`src/common/swg_cfg.svh`:
```
// constants for the startup wait gating block
// assumes inclusion by bare name from design files
`ifndef SWG_CFG_SVH
`define SWG_CFG_SVH
`define SWG_NUM_UNITS 4
`define SWG_NUM_BOARDS 2
`define SWG_POLICY_WAIT_ALL 1'b0
`define SWG_POLICY_EARLY 1'b1
`define SWG_BOARD_WAIT 1'b0
`define SWG_BOARD_SKIP 1'b1
`define SWG_MODE_PROGRAM 1'b0
`define SWG_MODE_MONITOR 1'b1
`endif

```
`src/common/swg_pkg.sv`:
```
// types for the startup wait gating block
// assumes swg_cfg.svh supplies the numeric constants
package swg_pkg;
   // sequencer states
   typedef enum logic [1:0] {
      SWG_ST_RESET = 2'b00,
      SWG_ST_STANDBY = 2'b01,
      SWG_ST_RUN = 2'b10
   } swg_state_e;
endpackage : swg_pkg

```
`src/common/swg_sync_if.sv`:
```
// carrier between the top and its synchroniser bank
// assumes one clock domain on both sides
`timescale 1ns/1ns
interface swg_sync_if #(parameter int W = 1);
   logic [W-1:0] raw; // pin levels
   logic [W-1:0] sync; // synchronised levels
   modport src (output raw, input sync);
   modport snk (input raw, output sync);
endinterface : swg_sync_if

```
`src/hw/swg_sync.sv`:
```
// two-flop synchroniser bank for the done levels
// assumes pins are asynchronous to i_clk
`timescale 1ns/1ns
module swg_sync (
   input wire logic i_clk,
   input wire logic i_rst,
   swg_sync_if.snk bus
);
   logic [$bits(bus.raw)-1:0] meta_r; // first stage, read only by stage two
   logic [$bits(bus.raw)-1:0] sync_r; // second stage
   // both stages clear to not-done under reset
   always_ff @(posedge i_clk or posedge i_rst) begin
      if (i_rst) begin
         meta_r <= '0;
         sync_r <= '0;
      end else begin
         meta_r <= bus.raw;
         sync_r <= meta_r;
      end
   end
   assign bus.sync = sync_r;
endmodule : swg_sync

```
`src/hw/swg_startup_gate.sv`:
```
// startup wait gating: holds the processor in standby until policy allows start
// releases once, then stays released until the next reset
// assumes done levels from units and boards are asynchronous pins, setup bits static
// assumes one clock, asynchronous active-high reset, no software-visible registers
`timescale 1ns/1ns
`include "swg_cfg.svh"
module swg_startup_gate #(
   parameter int NUM_UNITS = `SWG_NUM_UNITS,
   parameter int NUM_BOARDS = `SWG_NUM_BOARDS
) (
   input wire logic i_clk,
   input wire logic i_rst,
   input wire logic [NUM_UNITS-1:0] i_unit_done,   // unit startup complete levels
   input wire logic [NUM_BOARDS-1:0] i_board_done, // board startup complete levels
   input wire logic i_wait_policy,                 // 1 enables early start
   input wire logic i_board_skip,                  // 1 skips boards in early start
   input wire logic i_start_mode,                  // monitor or program mode select
   output logic o_cpu_run,                         // processor released from standby
   output logic o_standby,                         // processor held in standby
   output logic o_mode_monitor,                    // start mode latched at release
   output logic o_all_done                         // every unit and board done
);
   // synchroniser width: every done level plus the three setup bits
   localparam int W = NUM_UNITS + NUM_BOARDS + 3;
   // carrier to the synchroniser bank
   swg_sync_if #(.W(W)) sif ();
   // one bank for all pins keeps their latency equal
   swg_sync u_sync (
      .i_clk(i_clk),
      .i_rst(i_rst),
      .bus(sif)
   );
   // setup bits pass the synchroniser too, being pins
   assign sif.raw = {i_start_mode, i_board_skip, i_wait_policy, i_board_done, i_unit_done};

   // synchronised copies, the only versions the logic reads
   logic [NUM_UNITS-1:0] unit_s; // unit done levels
   logic [NUM_BOARDS-1:0] board_s; // board done levels
   logic policy_s; // early-start enable
   logic skip_s; // board skip in early start
   logic mode_s; // 1 monitor, 0 program
   // unpack in the order packed above
   assign unit_s = sif.sync[NUM_UNITS-1:0];
   assign board_s = sif.sync[NUM_UNITS+NUM_BOARDS-1:NUM_UNITS];
   assign policy_s = sif.sync[W-3];
   assign skip_s = sif.sync[W-2];
   assign mode_s = sif.sync[W-1];

   logic units_ok; // all units finished
   logic boards_ok; // all boards finished
   logic may_start; // policy permits release
   assign units_ok = &unit_s;
   assign boards_ok = &board_s;

   // start decision per policy
   // under reset every synced level reads 0, i.e. wait-all with nothing done,
   // so the first standby cycles can never release on stale setup bits
   always_comb begin
      // wait-all: the board skip bit is not looked at
      if (policy_s == `SWG_POLICY_WAIT_ALL) begin
         may_start = units_ok && boards_ok;
      end else if (skip_s == `SWG_BOARD_WAIT) begin
         may_start = boards_ok;
      end else begin
         may_start = 1'b1;
      end
   end

   // sequencer state and the registered outputs
   swg_pkg::swg_state_e state_r, state_nxt; // sequencer position
   logic run_r, run_nxt; // released flag
   logic stby_r, stby_nxt; // standby flag
   logic mon_r, mon_nxt; // start mode, frozen at release
   logic all_r, all_nxt; // every unit and board done

   // sequencer: one reset cycle, then standby until the policy allows release
   // release is one-way: a late level change cannot put the processor back
   always_comb begin
      state_nxt = state_r;
      run_nxt = run_r;
      stby_nxt = stby_r;
      mon_nxt = mon_r;
      all_nxt = units_ok && boards_ok;
      case (state_r)
         // first cycle out of reset: enter standby, never release here
         swg_pkg::SWG_ST_RESET: begin
            state_nxt = swg_pkg::SWG_ST_STANDBY;
            stby_nxt = 1'b1;
         end
         // standby: follow the mode pin until the release edge
         swg_pkg::SWG_ST_STANDBY: begin
            mon_nxt = mode_s;
            if (may_start) begin
               state_nxt = swg_pkg::SWG_ST_RUN;
               run_nxt = 1'b1;
               stby_nxt = 1'b0;
            end
         end
         swg_pkg::SWG_ST_RUN: begin
            // release is final; late finishers do not re-gate
            run_nxt = 1'b1;
            stby_nxt = 1'b0;
         end
         // unused code: fall back to the reset state
         default: begin
            state_nxt = swg_pkg::SWG_ST_RESET;
            run_nxt = 1'b0;
            stby_nxt = 1'b0;
         end
      endcase
   end

   // registers only
   // outputs reset low: neither run nor standby while reset is held
   always_ff @(posedge i_clk or posedge i_rst) begin
      if (i_rst) begin
         state_r <= swg_pkg::SWG_ST_RESET;
         run_r <= 1'b0;
         stby_r <= 1'b0;
         mon_r <= `SWG_MODE_PROGRAM;
         all_r <= 1'b0;
      end else begin
         state_r <= state_nxt;
         run_r <= run_nxt;
         stby_r <= stby_nxt;
         mon_r <= mon_nxt;
         all_r <= all_nxt;
      end
   end

   // every output is a flop, no logic behind the pins
   assign o_cpu_run = run_r;
   assign o_standby = stby_r;
   assign o_mode_monitor = mon_r;
   assign o_all_done = all_r;

   // release under wait-all only after every done
   property p_wait_all;
      @(posedge i_clk) disable iff (i_rst)
      (state_r == swg_pkg::SWG_ST_STANDBY && policy_s == 1'b0 && !(units_ok && boards_ok)) |=> !run_r;
   endproperty
   a_wait_all: assert property (p_wait_all) else $error("released before all done");

   // early start with boards skipped releases at once
   property p_early_units;
      @(posedge i_clk) disable iff (i_rst)
      (state_r == swg_pkg::SWG_ST_STANDBY && policy_s && skip_s) |=> run_r;
   endproperty
   a_early_units: assert property (p_early_units) else $error("early start not taken");

   // wait-all ignores the skip bit while boards are unfinished
   property p_skip_ignored;
      @(posedge i_clk) disable iff (i_rst)
      (state_r == swg_pkg::SWG_ST_STANDBY && !policy_s && skip_s && !boards_ok) |=> stby_r;
   endproperty
   a_skip_ignored: assert property (p_skip_ignored) else $error("board skip honoured under wait-all");

   // early start with board wait holds while any board is unfinished
   property p_board_wait;
      @(posedge i_clk) disable iff (i_rst)
      (state_r == swg_pkg::SWG_ST_STANDBY && policy_s && !skip_s && !boards_ok) |=> !run_r;
   endproperty
   a_board_wait: assert property (p_board_wait) else $error("released before boards done");

   // skip bit set: release on the very next edge, units and boards not all finished
   property p_board_skip;
      @(posedge i_clk) disable iff (i_rst)
      (state_r == swg_pkg::SWG_ST_STANDBY && policy_s && skip_s && !boards_ok && !units_ok) |=> !stby_r && run_r;
   endproperty
   a_board_skip: assert property (p_board_skip) else $error("boards waited when skipped");

   // released: standby stays low and release never drops
   property p_run_excl;
      @(posedge i_clk) disable iff (i_rst)
      run_r |-> !stby_r ##1 run_r;
   endproperty
   a_run_excl: assert property (p_run_excl) else $error("run and standby overlap or run dropped");

   // wait-all releases on the edge after everything reads done
   property p_wait_all_release;
      @(posedge i_clk) disable iff (i_rst)
      (state_r == swg_pkg::SWG_ST_STANDBY && !policy_s && units_ok && boards_ok) |=> run_r;
   endproperty
   a_wait_all_release: assert property (p_wait_all_release) else $error("wait-all release missed");

   // board wait releases once boards are done, units still starting
   property p_board_release;
      @(posedge i_clk) disable iff (i_rst)
      (state_r == swg_pkg::SWG_ST_STANDBY && policy_s && !skip_s && boards_ok && !units_ok) |=> run_r;
   endproperty
   a_board_release: assert property (p_board_release) else $error("board-done release missed");

   // the reset state lasts one cycle and leads into standby
   property p_reset_to_standby;
      @(posedge i_clk) disable iff (i_rst)
      (state_r == swg_pkg::SWG_ST_RESET) |=> stby_r && !run_r;
   endproperty
   a_reset_to_standby: assert property (p_reset_to_standby) else $error("reset state skipped standby");

   // standby and run never show together
   property p_stby_excl;
      @(posedge i_clk) disable iff (i_rst)
      stby_r |-> !run_r;
   endproperty
   a_stby_excl: assert property (p_stby_excl) else $error("standby while running");

   // all-done flag rises one edge after every level reads done
   property p_all_done_set;
      @(posedge i_clk) disable iff (i_rst)
      (units_ok && boards_ok) |=> all_r;
   endproperty
   a_all_done_set: assert property (p_all_done_set) else $error("all-done flag missing");

   // all-done flag stays low while anything is unfinished
   property p_all_done_clr;
      @(posedge i_clk) disable iff (i_rst)
      !(units_ok && boards_ok) |=> !all_r;
   endproperty
   a_all_done_clr: assert property (p_all_done_clr) else $error("all-done flag too early");

   // start mode is frozen once released, whatever the pin does
   property p_mode_frozen;
      @(posedge i_clk) disable iff (i_rst)
      (state_r == swg_pkg::SWG_ST_RUN) |=> $stable(mon_r);
   endproperty
   a_mode_frozen: assert property (p_mode_frozen) else $error("start mode changed after release");
endmodule : swg_startup_gate

```
`config.mk`:
```
export PLATFORM = sky130hd
export DESIGN_NAME = swg_startup_gate
export DESIGN_NICKNAME = d
export VERILOG_FILES = /design/src/common/swg_pkg.sv /design/src/common/swg_sync_if.sv /design/src/hw/swg_sync.sv /design/src/hw/swg_startup_gate.sv
export VERILOG_INCLUDE_DIRS = /design/src /design/src/common
export SDC_FILE = /design/constraint.sdc
export NUM_CORES = 1
export LEC_CHECK = 0
export BUFFER_PORTS_ARGS = -buffer_cell sky130_fd_sc_hd__buf_4
export CORE_MARGIN = 1
export CORE_UTILIZATION = 50
export DETAILED_ROUTE_END_ITERATION = 12
export PLACE_DENSITY_LB_ADDON = 0.2
export SKIP_LAST_GASP = 1
export SLEW_MARGIN = 20
export SYNTH_ARGS = -nofsm -noshare
export SYNTH_HDL_FRONTEND = slang
export SYNTH_HIERARCHICAL = 1
export SYNTH_SLANG_ARGS = --single-unit
export TNS_END_PERCENT = 10
```
`constraint.sdc`:
```
create_clock -name i_clk -period 1.9 [get_ports i_clk]
set_clock_uncertainty 0.2 [all_clocks]
set_input_delay 0.475 -clock i_clk [delete_from_list [all_inputs] [get_ports i_clk]]
set_output_delay 0.475 -clock i_clk [all_outputs]
set_load 0.005 [all_outputs]
```
# --- Word level (Yosys, flattened, before mapping) ---
# Index checks and enable logic that the tools add are counted.
word_totals:
  regBits: 24
  out_inout_bits: 4
  word_cells: 26
op_classes:
  n_reduce_logical: 6
  mux: 8
  eq_ne: 3
  n_bitwise: 2
ops:
  columns: ["op", "n"]
  rows:
  - ["$pmux W2 S3", 1]
  - ["$reduce_and A2 Y1", 3]
  - ["$mux W1", 4]
  - ["$reduce_and A4 Y1", 1]
  - ["$pmux W1 S3", 1]
  - ["$eq A2 B1 Y1 const B", 1]
  - ["$eq A2 B2 Y1 const B", 1]
  - ["$logic_not A2 Y1", 1]
  - ["$mux W2", 1]
  - ["$ne A2 B2 Y1 const B", 1]
  - ["$not A1 Y1", 2]
  - ["$pmux W1 S2", 1]
  - ["$logic_and A1 B1 Y1", 1]

# --- Depth between registers and ports, before layout ---
# Gate-level depths: netlist (run 1).
logic_depth:
  ltp_word: 5
  ltp_mapped: 5

# --- Modules after synthesis ---
# Netlist (run 1), hierarchy kept.
by_module_without_submodules:
  columns: ["mod", "n_inst", "seq_area_each_um2", "cells_each", "area_each_um2"]
  rows:
  - ["swg_sync", 1, 450.4, 19, 454.2]
  - ["swg_startup_gate", 1, 150.1, 26, 321.6]

# --- Worst setup path before layout (run 1) ---
# Ideal clock, no wire load.
synth_timing:
  path_kind: "flip-flop to flip-flop"
  start: "register state_r[0]"
  end: "register state_r[0]"
  slack_ps: 330
  stages_incl_launch_ff: 5
  arrival_time_ps: 1245
  cell_sequence: "dfrtp_1 > ha_1 > a21boi_2 > a21oi_2 > mux2_2"
synth_via:
  elab_chain_cells: 3
  elab_cells_between_ends: 7
  classes_between: "eq/ne: 3; mux: 1; bitwise: 1; reduce/logical: 2"
synth_rtl:
  columns: ["item", "line", "source"]
  rows:
  - ["start: declaration", "swg_startup_gate.sv:70", "swg_pkg::swg_state_e state_r, state_nxt;"]
  - ["start signal: assignment", "swg_startup_gate.sv:117", "state_r <= swg_pkg::SWG_ST_RESET;"]
  - ["start signal: assignment", "swg_startup_gate.sv:123", "state_r <= state_nxt;"]
  - ["$eq A2 B1 Y1 or $eq A2 B2 Y1 (tied branches)", "swg_startup_gate.sv:84", "case (state_r)"]
  - ["$ne A2 B2 Y1 (no source line) or $not A1 Y1 (tied branches)", null, null]
  - ["$reduce_and A2 Y1 (no source line)", null, null]
# Parallel ways exist; a longest one is shown, timed or not.
# A chain may end at the register's enable or synchronous reset.

# --- Final worst setup path (run 1) ---
layout_timing:
  start: "register state_r[1]"
  end: "register state_r[1]"
# The elaborated chain is that of the path after synthesis.

==> results.yml, run 1 <==
outcome:
  status: "finished clean"
floorplan:
  coreArea_sq_mm: 0.001366
  die-area_sq_mm: 0.001713
  rows: 13
  die_w_um: 41.39
  initial_core_util: 0.5678
  io_pins: 15
  die_y_um: 41.39
power_and_ir_drop:
  p_leak_nw: 0.4822
  powerDensity_mw_per_mm2: 1315
  peakVddDrop_mv: 0.8531
critical_path:
  path_max_fanout: 3
  crit_required_ns: 1.90
  rr_startpoint: "state_r[1]"
  cp.arrival_ns: 1.67
  start_kind: "register"
  crit_type: "reg2reg"
  end_kind: "register"
  crit_start: "state_r[1]"
yosys:
  yosysWarnings: 6
  ys_types: 12
  synth_area_leaders: "dfrtp_1 (77%), ha_1 (6.5%), mux2_2 (5.8%)"
  avgSynthCellArea_sq_um: 17.24
  ys_ff_latch: 24
  synth_cells: 45
  syn-cell-area_sq_um: 775.7
  synth_top_cell_area_share: 0.7742
  yosysSeqAreaShare: 0.7742
  synth_area_leader_cell: "dfrtp_1"
  syn_nets: 60
clocking:
  holdBufCountCts: 1
  clk_pin_slew_ns: 0.13
  cts_sinks: 24
  htree_levels: 1
  cts_root_buffer: "clkbuf_4"
  clk_latency_ns: 0.31
  cts_tree: "yes"
  clockBufferDepth: 2
  numCtsBuffers: 3
  ctsResizeCount: 0
  postCtsSetupBuffers: 0
final_layout:
  fill_cells: 102
  num-nets-final: 80
  syn2layout_area_growth_pct: 24.03
  design_area_sq_um: 962.2
  drive_above_1_share: 0.3750
  num_antenna_cells: 0
detailed_routing:
  route.detailed.drc: 0
  vias: 372
  wl_met2_um: 406
  viasPerCell: 4.709
  m1WireLength_um: 405
  highest_layer: "met3"
  firstDrtPassIters: 2
  drtIter0Drc: 2
  ant_nets: 0
  routed_wl_um: 860
  wl_met3_um: 48
  routedWlPerCell_um: 10.89
global_route:
  grt_pass1_vias: 343
  grt-ovfl-total: 0
  grt_first_pass_wirelength_um: 1366
  grt_usage: 0.1349
  antenna_found_initial: 0
  grt_max_degree: 19
timing:
  period_share: 0.8787
  finalSetupViolCount: 0
  tightest_slew_ns: 0.6189
  drv_slew: 0
  rsz0062_at_grt: "no"
  maxSlewHeadroom: 0.5870
  fin_setup_tns_ns: 0
  hold_viol: 0
  period_needed_ns: 1.670
  max_freq_mhz: 598.9
min_path:
  hold_class: "in2reg"
  hp-start: "i_unit_done[0]"
place:
  dpl.hpwl_um: 646.3
  post_dp_cell_area_sq_um: 899.6
  port_buffers: 14
  place_congestion: 0.6026
run:
  max_cap_violations: 0
[state kept, by name (all words and copies together), names as in the netlist]
name             count
o_all_done           1
o_cpu_run            1
o_mode_monitor       1
o_standby            1
state_r              2
u_sync/bus.sync      9
u_sync/meta_r        9
[Yosys cell counts]
master    count
a21oi_2       1
and4_1        1
dfrtp_1      24
inv_1         5
ha_1          4
nand2_1       1
a21o_1        1
a21boi_2      1
mux2_2        4
mux2_1        1
nand3_1       1
a21oi_1       1
[report_power, final]
group          switching [mW]  internal [mW]  total [mW]
clock                   0.145          0.213       0.358
sequential             0.0371          0.585       0.622
combinational           0.112          0.173       0.285
[metal layers]
layer | vias to the layer above | GRT usage
met2 | 13 | 0.2031
met3 | 0 | 0.04787
met1 | 177 | 0.1600
li1 | 182 | -
met4 | 0 | 0.09677
met5 | - | 0
[per-stage QoR]
| stage | util | power [mW] | hold slack [ns] | cells | worst slack, ns |
|---|---|---|---|---|---|
| 3_3_place_gp | 0.6584 | 0.9194 | 0.1310 | 74 | 0.2733 |
| 5_1_grt | 0.7042 | 1.336 | 0.03900 | 79 | 0.1614 |
| 6_report | 0.7042 | 1.266 | 0.06143 | 79 | 0.2304 |
| 3_5_place_dp | 0.6584 | 0.9234 | 0.1347 | 74 | 0.2462 |
| 2_1_floorplan | - | 0.8179 | 0.06596 | 45 | 0.3298 |
| 4_1_cts | 0.7042 | 1.276 | 0.05757 | 79 | 0.2253 |
[worst paths after layout]
| path | slack [ns] | end | depth (start not counted) |
|---|---|---|---|
| worst min-delay path | 0.06 | u_sync/meta_r[0] | 1 |
| min in group asynchronous | 0.44 | o_all_done | 3 |
| worst max-delay path | 0.23 | state_r[1] | 5 |
| worst max register to register | 0.23 | state_r[1] | 5 |
| max in group asynchronous | 0.50 | u_sync/meta_r[7] | 3 |
| worst min register to register | 0.16 | u_sync/bus.sync[5] | 0 |
[layout by cell type (no fill, tap or decap)]
| cell | instances |
|---|---|
| clkbuf_4 | 3 |
| buf_4 | 14 |
| ha_1 | 4 |
| nand2_1 | 1 |
| inv_1 | 5 |
| mux2_1 | 1 |
| mux2_2 | 4 |
| and4_1 | 1 |
| dfrtp_1 | 24 |
| a21oi_1 | 1 |
| a21o_1 | 1 |
| bufinv_16 | 1 |
| dlygate4sd3_1 | 1 |
| a21boi_2 | 1 |
| a21oi_2 | 1 |
| nand3_1 | 1 |
[cell type report]
cell class	instances	area [sq um]	area share
Clock buffer	3	22.52	0.02341
Multi-Input combinational cell	16	156.4	0.1625
Inverter	5	18.77	0.01951
Timing Repair Buffer	15	115.1	0.1196
Clock inverter	1	30.03	0.03121
Sequential cell	24	600.6	0.6242
Tap cell	15	18.77	0.01951
[worst max-delay path: stages (launching register included)]
cell	delay (ns)
dfrtp_1	0.39
inv_1	0.08
ha_1	0.20
a21boi_2	0.18
a21oi_2	0.17
mux2_2	0.36
[logic make-up (layout without fill, tap and decap cells)]
logic type | count (synthesis) | count (layout) | share of synthesized area
flip-flops | 24 | 24 | 0.7742
multiplexers | 5 | 5 | 0.07258
buffers and inverters | 5 | 24 | 0.02420
adder cells (fa/ha/maj) | 4 | 4 | 0.06452
AO/OA/AOI/OAI | 4 | 4 | 0.04193
AND/OR/NAND/NOR | 3 | 3 | 0.02257
No activity file was read; power rests on OpenSTA's default activity.
==> run 2, diff against run 1 <==
--- a/config.mk
+++ b/config.mk
@@ -15,6 +15,5 @@
 export SLEW_MARGIN = 20
 export SYNTH_ARGS = -nofsm -noshare
 export SYNTH_HDL_FRONTEND = slang
-export SYNTH_HIERARCHICAL = 1
 export SYNTH_SLANG_ARGS = --single-unit
 export TNS_END_PERCENT = 10
==> results.yml, run 2 <==
detailed_routing:
  ant_nets: 0
  routed_wl_um: 885
  route.detailed.drc: 0
  viasPerCell: 4.910
  drtIter0Drc: 5
  firstDrtPassIters: 3
  routedWlPerCell_um: 11.35
  vias: 383
floorplan:
  die_w_um: 41.30
  io_pins: 15
  die-area_sq_mm: 0.001705
  die_y_um: 41.30
  rows: 13
  coreArea_sq_mm: 0.001366
  initial_core_util: 0.5650
yosys:
  ys_ff_latch: 24
  synth_area_leaders: "dfrtp_1 (78%), ha_1 (6.5%), mux2_2 (5.8%)"
  synth_top_cell_area_share: 0.7780
  synth-edff-count: 0
  async_flop_share: 1.000
  syn-cell-area_sq_um: 772.0
  yosysSeqAreaShare: 0.7780
  avgSynthCellArea_sq_um: 17.55
  synth_area_leader_cell: "dfrtp_1"
  yosys.cell_count.top_type: "dfrtp_1"
  syn_nets: 59
  ys_top_cells_by_count: "dfrtp_1 (24), ha_1 (4), inv_1 (4), mux2_2 (4)"
  ys_types: 12
  yosysWarnings: 0
  synth_cells: 44
  synth_ff_type: "dfrtp_1"
final_layout:
  num_antenna_cells: 0
  final_cell_mix: "dfrtp_1 (24), buf_4 (15), mux2_2 (4), inv_1 (4), ha_1 (4)"
  final_common_cell: "dfrtp_1"
  drive_above_1_share: 0.3968
  design_area_sq_um: 939.7
  final_util: 0.6877
  final_cells: 78
  fill_cells: 105
  num-nets-final: 79
  syn2layout_area_growth_pct: 21.72
timing:
  period_needed_ns: 1.689
  drv_slew: 0
  maxSlewHeadroom: 0.8129
  fin_setup_tns_ns: 0
  period_share: 0.8891
  tightest_slew_ns: 0.2807
  hold_viol: 0
  rsz0062_at_grt: "no"
  finalSetupViolCount: 0
  max_freq_mhz: 591.9
power_and_ir_drop:
  p_leak_nw: 0.4706
  total_power_mw: 1.160
  clockPowerShare: 0.212
  powerDensity_mw_per_mm2: 1235
  peakVddDrop_mv: 0.6837
  p_switching_uw: 283.7
  seq_power_share: 0.540
  comb_power_share: 0.248
  internal_power_uw: 876.3
  swShare: 0.2446
global_route:
  grt_usage: 0.1386
  grt_max_degree: 25
  grt_first_pass_wirelength_um: 1414
  grt_pass1_vias: 360
  grt-ovfl-total: 0
  antenna_found_initial: 0
place:
  placed_cells: 74
  post_dp_cell_area_sq_um: 903.4
  port_buffers: 14
  place_congestion: 0.6354
  dpl.hpwl_um: 678.8
critical_path:
  crit_type: "reg2reg"
  path_max_fanout: 3
  cp_num_buf_inv: 1
  cpLargestDelayFamily: "flip-flops"
  start_kind: "register"
  end_kind: "register"
  crit_required_ns: 1.89
  worstPathCellList: "inv_1, ha_1, a21boi_2, a21oi_2, mux2_2"
  crit_path_top_delay_cell: "dfrtp_1"
  max_stage_delay_ns: 0.39
  cp.arrival_ns: 1.68
clocking:
  cts_sinks: 24
  ctsResizeCount: 0
  holdBufCountCts: 0
  clockBufferDepth: 2
  postCtsSetupBuffers: 0
  cts_tree: "yes"
  numCtsBuffers: 3
  clk_pin_slew_ns: 0.11
  htree_levels: 1
  clk_latency_ns: 0.29
  cts_root_buffer: "clkbuf_4"
min_path:
  hold_class: "in2async"
outcome:
  status: "finished clean"
run:
  max_cap_violations: 0
run 2: changes by cell type after synthesis, sizes merged:
| cell | previous run | this run |
|---|---|---|
| inv | 5 | 4 |
run 2: worst min-delay path, stage by stage:
cell and delay [ns]:
buf_4 0.10, inv_1 0.04, buf_4 0.28
run 2: cell type report:
cell class	instances	area [sq um]	share of cell area
clock buffers	4	36.28	0.03862
inverters	4	15.01	0.01598
multi-input cells	16	156.4	0.1664
flip-flops and latches	24	600.6	0.6391
well taps	15	18.77	0.01997
repair buffers	15	112.6	0.1198
run 2: power by group through the flow:
stage / Sequential, mW / Combinational (mW) / Clock, mW
after global routing: 0.639 / 0.324 / 0.278
after CTS: 0.628 / 0.294 / 0.255
after floorplan: 0.631 / 0.187 / 0
after global placement: 0.633 / 0.287 / 0
after detailed placement: 0.639 / 0.293 / 0
final: 0.627 / 0.288 / 0.245
run 2: cell families (layout without fill, tap and decap cells):
| logic type | Yosys count | count (layout) | share of synthesized area |
|---|---|---|---|
| AO/OA/AOI/OAI | 4 | 4 | 0.04214 |
| adder cells (fa/ha/maj) | 4 | 4 | 0.06483 |
| buffers and inverters | 4 | 23 | 0.01944 |
| flip-flops | 24 | 24 | 0.7780 |
| multiplexers | 5 | 5 | 0.07293 |
| AND/OR/NAND/NOR | 3 | 3 | 0.02268 |
run 2: final timing paths:
kind	cells past startpoint	slack [ns]	to	startpoint
worst max-delay path	5	0.21	state_r[0]	state_r[1]
worst min-delay path	3	0.0007	u_sync.meta_r[0]	i_rst
worst max register to register	5	0.21	state_r[0]	state_r[1]
worst min register to register	0	0.16	u_sync.bus.sync[3]	u_sync.meta_r[3]
max in group asynchronous	3	1.28	state_r[0]	i_rst
min in group i_clk	1	0.08	u_sync.meta_r[1]	i_unit_done[1]
run 2: layer usage:
| layer | part of all wire | global-route usage |
|---|---|---|
| met3 | 0.052 | 0.04787 |
| met5 | 0 | 0 |
| met4 | 0 | 0.07258 |
| met2 | 0.55 | 0.2422 |
| met1 | 0.39 | 0.1460 |
run 2: through the flow:
stage	setup WS [ns]	hold slack, ns
after floorplan	0.3298	0.1312
after global placement	0.2768	0.1321
after detailed placement	0.2224	0.1347
after CTS	0.2066	0.004547
after global routing	0.1263	0.02299
final	0.2106	0.0007135
==> run 3, diff against run 2 <==
--- a/config.mk
+++ b/config.mk
@@ -10,6 +10,7 @@
 export CORE_MARGIN = 1
 export CORE_UTILIZATION = 50
 export DETAILED_ROUTE_END_ITERATION = 12
+export MAX_ROUTING_LAYER = met4
 export PLACE_DENSITY_LB_ADDON = 0.2
 export SKIP_LAST_GASP = 1
 export SLEW_MARGIN = 20
==> results.yml, run 3 (synthesized netlist as in run 2, its figures left out) <==
timing:
  drv_slew: 0
  hold_viol: 0
  fin_setup_tns_ns: 0
  tightest_slew_ns: 0.2800
  maxSlewHeadroom: 0.8134
  period_needed_ns: 1.689
  finalSetupViolCount: 0
  rsz0062_at_grt: "no"
  period_share: 0.8891
  max_freq_mhz: 592.0
detailed_routing:
  ant_nets: 0
  firstDrtPassIters: 2
  vias: 385
  viasPerCell: 4.936
  drtIter0Drc: 2
  route.detailed.drc: 0
  routedWlPerCell_um: 11.31
  routed_wl_um: 882
place:
  place_congestion: 0.6406
  port_buffers: 14
  dpl.hpwl_um: 678.8
min_path:
  hold_class: "in2async"
critical_path:
  r2r_cells: 5
  crit_required_ns: 1.89
  start_kind: "register"
  path_max_fanout: 3
  cp.arrival_ns: 1.68
  end_kind: "register"
  crit_type: "reg2reg"
clocking:
  cts_sinks: 24
  clockBufferDepth: 2
  ctsResizeCount: 0
  cts_root_buffer: "clkbuf_4"
  clk_pin_slew_ns: 0.11
  postCtsSetupBuffers: 0
  clk_latency_ns: 0.29
  htree_levels: 1
  numCtsBuffers: 3
  holdBufCountCts: 0
  cts_tree: "yes"
power_and_ir_drop:
  powerDensity_mw_per_mm2: 1235
  p_leak_nw: 0.4706
  peakVddDrop_mv: 0.6838
global_route:
  grt-ovfl-total: 0
  busiest_layer: "met2"
  grt_usage: 0.1425
  grt_max_degree: 25
  antenna_found_initial: 0
  grtUsageMet1: 0.1460
  met3_usage: 0.04787
  use_met2: 0.2422
  grt_pass1_vias: 359
  grt_first_pass_wirelength_um: 1414
final_layout:
  num-nets-final: 79
  drive_above_1_share: 0.3968
  seqCellArea_sq_um: 600.6
  fill_cells: 105
  final_util: 0.6877
  final_common_cell: "dfrtp_1"
  multiInputGateArea_sq_um: 156.4
  num_antenna_cells: 0
  final_cell_mix: "dfrtp_1 (24), buf_4 (15), mux2_2 (4), inv_1 (4), ha_1 (4)"
  syn2layout_area_growth_pct: 21.72
floorplan:
  coreArea_sq_mm: 0.001366
  initial_core_util: 0.5650
  die-area_sq_mm: 0.001705
  rows: 13
  io_pins: 15
  die_w_um: 41.30
  die_y_um: 41.30
outcome:
  status: "finished clean"
run:
  max_cap_violations: 0
## run 3: worst max-delay path: stages, from the launching register on
cell,delay [ns]
dfrtp_1,0.39
inv_1,0.09
ha_1,0.21
a21boi_2,0.18
a21oi_2,0.17
mux2_2,0.35
## run 3: worst paths after layout
| check | endpoint | start | slack [ns] |
|---|---|---|---|
| worst max-delay path | state_r[0] | state_r[1] | 0.21 |
| worst min-delay path | u_sync.meta_r[0] | i_rst | 0.0009 |
| worst max register to register | state_r[0] | state_r[1] | 0.21 |
| worst min register to register | u_sync.bus.sync[3] | u_sync.meta_r[3] | 0.16 |
| max in group asynchronous | o_all_done | i_rst | 1.28 |
| min in group i_clk | u_sync.meta_r[4] | i_board_done[0] | 0.08 |
## run 3: cell type report
class | instances | area share
sequential | 24 | 0.6391
inverter | 4 | 0.01598
multi-input combinational | 16 | 0.1664
clock buffer | 4 | 0.03862
tap | 15 | 0.01997
timing repair buffer | 15 | 0.1198
## run 3: through the flow
stage	cell area (sq um)	total power [mW]	setup slack (ns)	hold slack, ns	instances
finish	939.7	1.160	0.2108	0.0008841	78
global route	939.7	1.240	0.1263	0.02299	78
CTS	939.7	1.177	0.2066	0.004547	78
detailed placement	903.4	0.9322	0.2224	0.1347	74
global placement	903.4	0.9205	0.2768	0.1321	74
floorplan	772.0	0.8177	0.3298	0.1312	44
## run 3: layer usage
layer  wire length [um]  vias up
li1                   -      179
met1                345      192
met2                491       12
met3                 39        2
met4                  6        0
met5                  0        -
## run 3: where the power goes
group	internal (mW)	total, mW	switching (mW)	leakage [nW]
registers	0.585	0.626	0.0409	0.284
clock network	0.117	0.246	0.129	0.0210
logic	0.174	0.288	0.114	0.166
total	0.876	1.16	0.284	0.471
